## src/inc/rid_regs.svh

```systemverilog
// constants for the 14-bit instruction decoder core
`ifndef RID_REGS_SVH
`define RID_REGS_SVH
`define RID_OSC_PER_CYCLE 4
`define RID_PHASE_ADDR 2'h0
`define RID_PHASE_LAST 2'h3
`define RID_PC_RESET 13'h0000
`define RID_NOP_WORD 14'h0000
`define RID_PORT_ADDR 7'h06
`define RID_TIMER_ADDR 7'h01
`define RID_TO_RESET 1'h1
`define RID_PD_RESET 1'h1
`define RID_FMT_BYTE 2'h0
`define RID_FMT_BIT 2'h1
`define RID_FMT_CTRL 2'h2
`define RID_FMT_LIT 2'h3
`define RID_OP_MISC 4'h0
`define RID_OP_CLR 4'h1
`define RID_OP_SUB 4'h2
`define RID_OP_DEC 4'h3
`define RID_OP_OR 4'h4
`define RID_OP_AND 4'h5
`define RID_OP_XOR 4'h6
`define RID_OP_ADD 4'h7
`define RID_OP_MOV 4'h8
`define RID_OP_COM 4'h9
`define RID_OP_INC 4'ha
`define RID_OP_DECSZ 4'hb
`define RID_OP_RRF 4'hc
`define RID_OP_RLF 4'hd
`define RID_OP_SWAP 4'he
`define RID_OP_INCSZ 4'hf
`define RID_LO_RETURN 7'h08
`define RID_LO_INTERRUPT_RETURN 7'h09
`define RID_LO_STANDBY 7'h63
`define RID_LO_WDCLR 7'h64
`define RID_BOP_CLR 2'h0
`define RID_BOP_SET 2'h1
`define RID_BOP_SKC 2'h2
`define RID_BOP_SKS 2'h3
`endif

```

## src/inc/rid_pkg.sv

```systemverilog
// types shared by the instruction decoder core
package rid_pkg;
	typedef enum logic {RID_RUN, RID_STANDBY} rid_state_t;
	typedef struct packed {
		logic carry;
		logic digit_carry;
		logic zero;
	} rid_flags_t;
	typedef struct packed {
		logic [6:0] addr;
		logic       we;
		logic [7:0] wdata;
	} rid_file_req_t;
endpackage

```

## src/core/rid_core.sv

```systemverilog
// 14-bit instruction decode and execute core
`default_nettype none
`include "rid_regs.svh"

module rid_core
	import rid_pkg::*;
#(
	parameter int STACK_DEPTH = 8
) (
	input  wire logic          ref_clk,
	input  wire logic          rst_n,
	input  wire logic [13:0]   prog_word,
	input  wire logic [7:0]    file_rd_data,
	input  wire logic [7:0]    port_pins,
	input  wire logic [4:0]    program_counter_high_latch,
	input  wire logic          prescaler_on_timer,
	input  wire logic          wake_req,
	output var  logic [12:0]   prog_addr_q,
	output var  rid_file_req_t file_req_q,
	output var  logic [7:0]    working_q,
	output var  rid_flags_t    flags_q,
	output var  logic          time_out_flag_q,
	output var  logic          power_down_flag_q,
	output var  logic          watchdog_clear_q,
	output var  logic          prescaler_clear_q,
	output var  logic          osc_stop_q,
	output var  logic          global_interrupt_enable_q
);
	localparam int PW = $clog2(STACK_DEPTH);

	// ----------------------------------------
	// state
	// ----------------------------------------
	rid_state_t    state_q, state_d;
	logic [1:0]    phase_q, phase_d;
	logic [13:0]   instr_q, instr_d;
	logic [12:0]   prog_addr_d;
	rid_file_req_t file_req_d;
	logic [7:0]    working_d;
	rid_flags_t    flags_d;
	logic          time_out_d, power_down_d;
	logic          watchdog_clear_d, prescaler_clear_d;
	logic          osc_stop_d, gie_d;
	logic [PW-1:0] ptr_q, ptr_d, ptr_dec;
	logic [12:0]   stack_q [STACK_DEPTH];
	logic [12:0]   stack_top;
	logic          push;
	logic [7:0]    pin_s1_q, pin_s2_q, pin_s3_q;
	logic [7:0]    pin_stable_q, pin_stable_d;

	// ----------------------------------------
	// decode
	// ----------------------------------------
	logic        exec;
	logic [1:0]  fmt;
	logic [3:0]  op;
	logic        dbit;
	logic [6:0]  f_addr;
	logic [7:0]  lit;
	logic [2:0]  bidx;
	logic        is_misc, is_ret, is_interrupt_return, is_sleep, is_wdclr;
	logic [7:0]  opnd, res;
	logic [9:0]  sum;
	logic        store, wr_file, wr_w, skip, branch;

	assign exec      = (state_q == RID_RUN) && (phase_q == `RID_PHASE_LAST);
	assign fmt       = instr_q[13:12];
	assign op        = instr_q[11:8];
	assign dbit      = instr_q[7];
	assign f_addr    = instr_q[6:0];
	assign lit       = instr_q[7:0];
	assign bidx      = instr_q[9:7];
	assign is_misc   = (fmt == `RID_FMT_BYTE) && (op == `RID_OP_MISC) && !dbit;
	assign is_ret    = is_misc && (f_addr == `RID_LO_RETURN);
	assign is_interrupt_return = is_misc && (f_addr == `RID_LO_INTERRUPT_RETURN);
	assign is_sleep  = is_misc && (f_addr == `RID_LO_STANDBY);
	assign is_wdclr  = is_misc && (f_addr == `RID_LO_WDCLR);
	assign ptr_dec   = ptr_q - PW'(1);
	assign stack_top = stack_q[ptr_dec];
	// read-modify-write of the port sees the pins, not the latch
	assign opnd      = (f_addr == `RID_PORT_ADDR) ? pin_stable_q : file_rd_data;

	// carry out, digit carry, 8-bit sum
	function automatic logic [9:0] addc(input logic [7:0] a, input logic [7:0] b, input logic cin);
		logic [8:0] s;
		logic [4:0] h;
		s = {1'b0, a} + {1'b0, b} + {8'h00, cin};
		h = {1'b0, a[3:0]} + {1'b0, b[3:0]} + {4'h0, cin};
		return {s[8], h[4], s[7:0]};
	endfunction

	// ----------------------------------------
	// next state
	// ----------------------------------------
	always_comb begin
		state_d           = state_q;
		phase_d           = phase_q + 2'h1;
		instr_d           = instr_q;
		prog_addr_d       = prog_addr_q;
		file_req_d        = file_req_q;
		file_req_d.we     = 1'b0;
		working_d         = working_q;
		flags_d           = flags_q;
		time_out_d        = time_out_flag_q;
		power_down_d      = power_down_flag_q;
		watchdog_clear_d  = 1'b0;
		prescaler_clear_d = 1'b0;
		osc_stop_d        = osc_stop_q;
		gie_d             = global_interrupt_enable_q;
		ptr_d             = ptr_q;
		push              = 1'b0;
		res               = opnd;
		sum               = 10'h000;
		store             = 1'b0;
		wr_file           = 1'b0;
		wr_w              = 1'b0;
		skip              = 1'b0;
		branch            = 1'b0;
		pin_stable_d      = (pin_s2_q & pin_s3_q) | (pin_stable_q & (pin_s2_q | pin_s3_q));
		if (phase_q == `RID_PHASE_ADDR) begin
			file_req_d.addr = f_addr;
		end
		if (state_q == RID_STANDBY && wake_req) begin
			state_d    = RID_RUN;
			osc_stop_d = 1'b0;
		end
		if (exec) begin
			instr_d     = prog_word;
			prog_addr_d = prog_addr_q + 13'h0001;
			unique case (fmt)
				`RID_FMT_BYTE: begin
					store = 1'b1;
					unique case (op)
						`RID_OP_MISC: begin
							store = 1'b0;
							if (dbit) begin
								res     = working_q;
								wr_file = 1'b1;
							end else if (is_ret || is_interrupt_return) begin
								prog_addr_d = stack_top;
								ptr_d       = ptr_dec;
								branch      = 1'b1;
								if (is_interrupt_return) begin
									gie_d = 1'b1;
								end
							end else if (is_sleep) begin
								state_d          = RID_STANDBY;
								osc_stop_d       = 1'b1;
								power_down_d     = 1'b0;
								time_out_d       = 1'b1;
								watchdog_clear_d = 1'b1;
							end else if (is_wdclr) begin
								watchdog_clear_d = 1'b1;
								time_out_d       = 1'b1;
								power_down_d     = 1'b1;
							end
						end
						`RID_OP_CLR: begin
							res          = 8'h00;
							flags_d.zero = 1'b1;
						end
						`RID_OP_SUB: begin
							sum     = addc(opnd, ~working_q, 1'b1);
							res     = sum[7:0];
							flags_d = '{carry: sum[9], digit_carry: sum[8], zero: (sum[7:0] == 8'h00)};
						end
						`RID_OP_ADD: begin
							sum     = addc(opnd, working_q, 1'b0);
							res     = sum[7:0];
							flags_d = '{carry: sum[9], digit_carry: sum[8], zero: (sum[7:0] == 8'h00)};
						end
						`RID_OP_DEC, `RID_OP_DECSZ: res = opnd - 8'h01;
						`RID_OP_INC, `RID_OP_INCSZ: res = opnd + 8'h01;
						`RID_OP_OR:   res = opnd | working_q;
						`RID_OP_AND:  res = opnd & working_q;
						`RID_OP_XOR:  res = opnd ^ working_q;
						`RID_OP_MOV:  res = opnd;
						`RID_OP_COM:  res = ~opnd;
						`RID_OP_SWAP: res = {opnd[3:0], opnd[7:4]};
						`RID_OP_RLF: begin
							res           = {opnd[6:0], flags_q.carry};
							flags_d.carry = opnd[7];
						end
						`RID_OP_RRF: begin
							res           = {flags_q.carry, opnd[7:1]};
							flags_d.carry = opnd[0];
						end
					endcase
					if (op inside {`RID_OP_DEC, `RID_OP_INC, `RID_OP_OR, `RID_OP_AND,
					               `RID_OP_XOR, `RID_OP_MOV, `RID_OP_COM}) begin
						flags_d.zero = (res == 8'h00);
					end
					if (op inside {`RID_OP_DECSZ, `RID_OP_INCSZ}) begin
						skip = (res == 8'h00);
					end
					if (op == `RID_OP_CLR || op == `RID_OP_MISC) begin
						wr_file = wr_file || (store && dbit);
						wr_w    = store && !dbit;
					end else begin
						wr_file = dbit;
						wr_w    = !dbit;
					end
				end
				`RID_FMT_BIT: begin
					unique case (op[3:2])
						`RID_BOP_CLR: begin
							res     = opnd & ~(8'h01 << bidx);
							wr_file = 1'b1;
						end
						`RID_BOP_SET: begin
							res     = opnd | (8'h01 << bidx);
							wr_file = 1'b1;
						end
						`RID_BOP_SKC: skip = !opnd[bidx];
						`RID_BOP_SKS: skip = opnd[bidx];
					endcase
				end
				`RID_FMT_CTRL: begin
					branch      = 1'b1;
					push        = !op[3];
					prog_addr_d = {program_counter_high_latch[4:3], instr_q[10:0]};
					if (push) begin
						ptr_d = ptr_q + PW'(1);
					end
				end
				`RID_FMT_LIT: begin
					wr_w = 1'b1;
					unique casez (op)
						4'b00??: res = lit;
						4'b01??: begin
							res         = lit;
							prog_addr_d = stack_top;
							ptr_d       = ptr_dec;
							branch      = 1'b1;
						end
						4'b1000: begin
							res          = working_q | lit;
							flags_d.zero = (res == 8'h00);
						end
						4'b1001: begin
							res          = working_q & lit;
							flags_d.zero = (res == 8'h00);
						end
						4'b1010: begin
							res          = working_q ^ lit;
							flags_d.zero = (res == 8'h00);
						end
						4'b110?: begin
							sum     = addc(lit, ~working_q, 1'b1);
							res     = sum[7:0];
							flags_d = '{carry: sum[9], digit_carry: sum[8], zero: (sum[7:0] == 8'h00)};
						end
						4'b111?: begin
							sum     = addc(lit, working_q, 1'b0);
							res     = sum[7:0];
							flags_d = '{carry: sum[9], digit_carry: sum[8], zero: (sum[7:0] == 8'h00)};
						end
						default: wr_w = 1'b0;
					endcase
				end
			endcase
			if (wr_w) begin
				working_d = res;
			end
			if (wr_file) begin
				file_req_d.we    = 1'b1;
				file_req_d.wdata = res;
				// the timer write lands in the same cycle as the prescaler clear
				prescaler_clear_d = (f_addr == `RID_TIMER_ADDR) && prescaler_on_timer;
			end
			if (skip || branch) begin
				instr_d = `RID_NOP_WORD;
			end
		end
	end

	// ----------------------------------------
	// registers
	// ----------------------------------------
	always_ff @(posedge ref_clk or negedge rst_n) begin
		if (!rst_n) begin
			state_q                   <= RID_RUN;
			phase_q                   <= `RID_PHASE_ADDR;
			instr_q                   <= `RID_NOP_WORD;
			prog_addr_q               <= `RID_PC_RESET;
			file_req_q                <= '0;
			working_q                 <= 8'h00;
			flags_q                   <= '0;
			time_out_flag_q           <= `RID_TO_RESET;
			power_down_flag_q         <= `RID_PD_RESET;
			watchdog_clear_q          <= 1'b0;
			prescaler_clear_q         <= 1'b0;
			osc_stop_q                <= 1'b0;
			global_interrupt_enable_q <= 1'b0;
			ptr_q                     <= '0;
			pin_s1_q                  <= 8'h00;
			pin_s2_q                  <= 8'h00;
			pin_s3_q                  <= 8'h00;
			pin_stable_q              <= 8'h00;
		end else begin
			state_q                   <= state_d;
			phase_q                   <= phase_d;
			instr_q                   <= instr_d;
			prog_addr_q               <= prog_addr_d;
			file_req_q                <= file_req_d;
			working_q                 <= working_d;
			flags_q                   <= flags_d;
			time_out_flag_q           <= time_out_d;
			power_down_flag_q         <= power_down_d;
			watchdog_clear_q          <= watchdog_clear_d;
			prescaler_clear_q         <= prescaler_clear_d;
			osc_stop_q                <= osc_stop_d;
			global_interrupt_enable_q <= gie_d;
			ptr_q                     <= ptr_d;
			pin_s1_q                  <= port_pins;
			pin_s2_q                  <= pin_s1_q;
			pin_s3_q                  <= pin_s2_q;
			pin_stable_q              <= pin_stable_d;
		end
	end

	// a full stack wraps and overwrites its oldest entry
	for (genvar i = 0; i < STACK_DEPTH; i++) begin : g_stack
		always_ff @(posedge ref_clk or negedge rst_n) begin
			if (!rst_n) begin
				stack_q[i] <= `RID_PC_RESET;
			end else if (exec && push && ptr_q == PW'(i)) begin
				stack_q[i] <= prog_addr_q;
			end
		end
	end

	// ----------------------------------------
	// checks
	// ----------------------------------------
	property p_phase_wrap;
		@(posedge ref_clk) disable iff (!rst_n)
		phase_q == `RID_PHASE_LAST |=> phase_q == `RID_PHASE_ADDR ##3 phase_q == `RID_PHASE_LAST;
	endproperty
	a_phase_wrap: assert property (p_phase_wrap) else $error("phase does not span four clocks");

	property p_one_cycle;
		@(posedge ref_clk) disable iff (!rst_n)
		exec && fmt == `RID_FMT_LIT && op[3:2] == 2'h0 |=> instr_q == $past(prog_word);
	endproperty
	a_one_cycle: assert property (p_one_cycle) else $error("literal load lost prefetch");

	property p_dest_sel;
		@(posedge ref_clk) disable iff (!rst_n)
		exec && fmt == `RID_FMT_BYTE && op == `RID_OP_ADD |=> file_req_q.we == $past(dbit);
	endproperty
	a_dest_sel: assert property (p_dest_sel) else $error("destination bit ignored");

	property p_skip_zero;
		@(posedge ref_clk) disable iff (!rst_n)
		exec && fmt == `RID_FMT_BYTE && op == `RID_OP_DECSZ && opnd == 8'h01
		|=> instr_q == `RID_NOP_WORD && flags_q == $past(flags_q);
	endproperty
	a_skip_zero: assert property (p_skip_zero) else $error("decrement skip wrong");

	property p_jump;
		@(posedge ref_clk) disable iff (!rst_n)
		exec && fmt == `RID_FMT_CTRL
		|=> instr_q == `RID_NOP_WORD
		&& prog_addr_q == {$past(program_counter_high_latch[4:3]), $past(instr_q[10:0])};
	endproperty
	a_jump: assert property (p_jump) else $error("branch target wrong");

	property p_call_push;
		@(posedge ref_clk) disable iff (!rst_n)
		exec && fmt == `RID_FMT_CTRL && !op[3] |=> ptr_q == $past(ptr_q) + PW'(1);
	endproperty
	a_call_push: assert property (p_call_push) else $error("call did not push");

	property p_return_pop;
		@(posedge ref_clk) disable iff (!rst_n)
		exec && is_ret |=> prog_addr_q == $past(stack_top) && ptr_q == $past(ptr_dec);
	endproperty
	a_return_pop: assert property (p_return_pop) else $error("return did not pop");

	property p_wdclr;
		@(posedge ref_clk) disable iff (!rst_n)
		exec && is_wdclr |=> watchdog_clear_q && time_out_flag_q && power_down_flag_q ##1 !watchdog_clear_q;
	endproperty
	a_wdclr: assert property (p_wdclr) else $error("watchdog clear wrong");

	property p_standby;
		@(posedge ref_clk) disable iff (!rst_n)
		exec && is_sleep |=> osc_stop_q && !power_down_flag_q && time_out_flag_q && watchdog_clear_q;
	endproperty
	a_standby: assert property (p_standby) else $error("standby entry wrong");

	property p_timer_clear;
		@(posedge ref_clk) disable iff (!rst_n)
		file_req_q.we && file_req_q.addr == `RID_TIMER_ADDR && $past(prescaler_on_timer) |-> prescaler_clear_q;
	endproperty
	a_timer_clear: assert property (p_timer_clear) else $error("prescaler not cleared");
endmodule
`default_nettype wire

```

## config.mk

```make
export PLATFORM = sky130hd
export DESIGN_NAME = rid_core
export DESIGN_NICKNAME = d
export VERILOG_FILES = /design/src/inc/rid_pkg.sv /design/src/core/rid_core.sv
export VERILOG_INCLUDE_DIRS = /design/src /design/src/inc
export SDC_FILE = /design/constraint.sdc
export NUM_CORES = 1
export LEC_CHECK = 0
export ABC_AREA = 1
export BUFFER_PORTS_ARGS = -buffer_cell sky130_fd_sc_hd__clkbuf_2
export CAP_MARGIN = 15
export CORE_ASPECT_RATIO = 0.9
export CORE_MARGIN = 5
export CORE_UTILIZATION = 30
export DETAILED_ROUTE_END_ITERATION = 10
export GPL_TIMING_DRIVEN = 0
export HOLD_SLACK_MARGIN = 0.12
export PLACE_DENSITY = 0.44
export SYNTH_ARGS = -nofsm -noshare
export SYNTH_HDL_FRONTEND = slang
export SYNTH_SLANG_ARGS = --single-unit
```

## constraint.sdc

```tcl
create_clock -name ref_clk -period 7.42 [get_ports ref_clk]
set_input_delay 0.742 -clock ref_clk [delete_from_list [all_inputs] [get_ports ref_clk]]
set_output_delay 0.742 -clock ref_clk [all_outputs]
set_load 0.01 [all_outputs]
```

==> results.md <==
- Status: finished clean
- R2R setup slack: around 2.6 ns
- Post-synth ARST share: 100.0%
- Top delay family on crit path: simple AND/OR/NAND/NOR gates
- Crit-path max cell delay: ~0.53 ns
- Area growth, synth to finish: 16.10%
- Yosys cell types: just over 60
- Internal power: 3.137 mW
- # DRC: 0
- Final ANT Viol Nets: 0
- Root buffer cell: clkbuf_16
- Top cell by count, worst path: nand2_1
- All-Layer GR Usage: around 22%
- Post-synth EDFFs: 0
- Sequential Power Share: 26.2%
- Pwr Density: 422.5 nW/µm²
- Final Max Slew Viols: 0
- Synth Register Bits: ~200
- GRT Residual Overflow: 0
- Worst Reg2Reg Path Length in Cells: 25
- Post-cts sizing count: 0
- Core box area: roughly 42000 µm²
- Port Buffers: 80
- Met2 WL: between 20 and 25 mm
- GP Congestion: approximately 0.93
- Dpl hpwl: 38.73 mm
- DR WL/cell: roughly 22 µm
- Setup violations, final: 0
- CTS max path bufs: 3
- Initial Utilization: a little under a third
- # IOs: 85
- Hold slack: roughly 0.29 ns
- Global-route wire length before repair: 77.58 mm
- Via/cell ratio: 5.339
- Die H: 205.4 µm
- Hold Vio Cnt, Final: 0
- M1 WL: 25.78 mm
- CTS tree: yes
- Final period util: 64.96%
- CTS H-tree lvls: 1
- Via count: around 12000
- HP Class: primary input to register
- Commonest non-fill, non-tap cells in the layout: nand2_1 (390), o21ai_0 (226), dfrtp_1 (200)
- Syn_area_per_cell: a little under 8 µm²
- Sw frac: approximately half
- Hold Path Origin: port_pins[1]
- CTS clk-pin slew, worst paths: 0.06 ns
- Total Wirelength: approximately 51 mm
- RSZ-0062 raised after global routing: no
- Reg2reg end: instr_q[5]$_DFFE_PN0P_
- Die X: approximately 230 µm
- Layout cell share with drive strength beyond 1: between 10% and 20%
- Reg-to-reg startpoint: instr_q[3]$_DFFE_PN0P_
- Worst Hold Path EP: pin_s1_q[1]$_DFF_PN0_
- Leakage power: around 6.7 nW
- Post-CTS setup buffers: 0
- Number of global-route vias before repair: 12068
- Peak supply drop: 0.1855 mV
- Critical Path Fanout Max: 10
- Clock Power Share: roughly a fifth
- Setup CP Type: register to register
- Setup TNS Final: 0 ns
- Nets: 1868
- Power, Total: around 6.2 mW
- Detailed route wirelength on metal3: around 3.2 mm
- Top Metal Used: met5
- Syn nets: 1758
- Largest net degree at the start of global routing: 99
- Worst-margin pin slew: around 0.95 ns
- CP Capture Type: register
- Hold Path Stages: 1
- Mapped cell area: 12730 µm²
- First-iteration detailed-routing DRC count: between 1000 and 1500
- Post-layout util: about a third
- CTS buffer count: 25
- Gate Count Post-Synth: 1642
- Cts hold-fix bufs: 1
- Die area: about 47000 µm²
- Worst Skew: around 0.013 ns
- Seq/Total Area, Yosys: 39.52%
- Initial antenna violation count: 1
- Max-cap violation count: 0
- Bufs and invs on worst path: 5
- Crit path arrival time: ~5.3 ns
- Maximum clock rate: 207.5 MHz
- Comb power frac: a little over half
- Synth warnings: 0
- Switch Pwr: 3.107 mW
- Site Rows: between 70 and 80
- Most common cell after layout, fill and taps aside: nand2_1
- CP max stage cell: dfrtp_1
- Inserted Diodes: 0
- Total clock sinks: roughly 200
- Final worst path period need: between 4 and 5 ns
- Drt first pass iters: 5
- Required time of the critical path: a little under 8 ns
- Crit path launch type: register
- Slew HR: 36.38%
- Post-synth top flop: dfrtp_1
- Clock latency on the worst-skew pair: approximately 0.55 ns
## synthesized netlist by cell type (all sizes together) (9+ instances only)
cell	number	area, µm²
inv	147	554.3
nand3	83	425.4
a31oi	9	56.30
nand4	17	112.6
o211ai	13	97.59
dfrtp	200	5005
ha	72	900.9
a21oi	66	341.6
o22ai	21	131.4
o21ai	248	1305
nor3	20	100.1
o221ai	16	140.1
xor2	27	236.5
nand2	412	1627
buf	11	85.07
nor2	121	489.2
clkbuf	62	232.7
## flip-flops by register name, indices dropped and copies added (netlist names)
register,flops
file_req_q,16
flags_q,3
global_interrupt_enable_q,1
instr_q,14
osc_stop_q,1
phase_q,2
pin_s1_q,8
pin_s2_q,8
pin_s3_q,8
pin_stable_q,8
power_down_flag_q,1
prescaler_clear_q,1
prog_addr_q,13
ptr_q,3
stack_q,104
state_q,1
watchdog_clear_q,1
working_q,8
## stage by stage
step | instances | setup WS (ns) | instance area [µm²]
5_1_grt | 2318 | 2.291 | 14780
4_1_cts | 2318 | 2.632 | 14780
3_3_place_gp | 2269 | 1.364 | 13810
2_1_floorplan | 1642 | 3.944 | 12730
6_report | 2318 | 2.600 | 14780
3_5_place_dp | 2271 | 2.665 | 13880
## kinds of logic after synthesis
family	after synthesis	share of synthesized area, %
DFF	201	39.52
and+or+nand+nor	672	22.72
buffers and inverters	224	6.969
xor gates and xnor gates	33	2.271
adders and majority gates	85	8.492
other	1	0.02946
AOI/OAI and AO/OA	426	19.99
## metal layers
layer / track usage, % / up-vias
li1: - / 5795
met1: 33.54 / 6103
met2: 31.46 / 398
met3: 3.566 / 77
met4: 4.954 / 2
met5: 0 / -
## worst max path at each step
stage | from | end | slack [ns] | cells past startpoint
6_report | instr_q[3]$_DFFE_PN0P_ | instr_q[5]$_DFFE_PN0P_ | 2.60 | 25
5_1_grt | instr_q[3]$_DFFE_PN0P_ | instr_q[5]$_DFFE_PN0P_ | 2.29 | 26
4_1_cts | instr_q[3]$_DFFE_PN0P_ | instr_q[5]$_DFFE_PN0P_ | 2.63 | 25
3_5_place_dp | instr_q[3]$_DFFE_PN0P_ | instr_q[8]$_DFFE_PN0P_ | 2.67 | 25
3_3_place_gp | rst_n | flags_q[0]$_DFFE_PN0P_ | 1.36 | 1
2_1_floorplan | instr_q[3]$_DFFE_PN0P_ | instr_q[7]$_DFFE_PN0P_ | 3.94 | 26
## power by group through the flow
stage | registers (mW) | clock network (mW) | logic, mW
floorplan | 1.56 | 0 | 2.05
global placement | 1.65 | 0 | 3.23
detailed placement | 1.65 | 0 | 3.22
CTS | 1.63 | 1.35 | 3.24
global route | 1.66 | 1.40 | 3.60
finish | 1.64 | 1.32 | 3.29
## layout make-up
class | count | area (µm²)
inverters | 151 | 569.3
flip-flops and latches | 201 | 5031
plain buffers | 73 | 317.8
repair buffers | 83 | 474.2
fillers | 4507 | 27060
well taps | 547 | 684.4
clock buffers | 38 | 754.5
multi-input cells | 1217 | 6812
clock inverters | 8 | 136.4
Note: power is estimated with default switching activity, not from simulation.
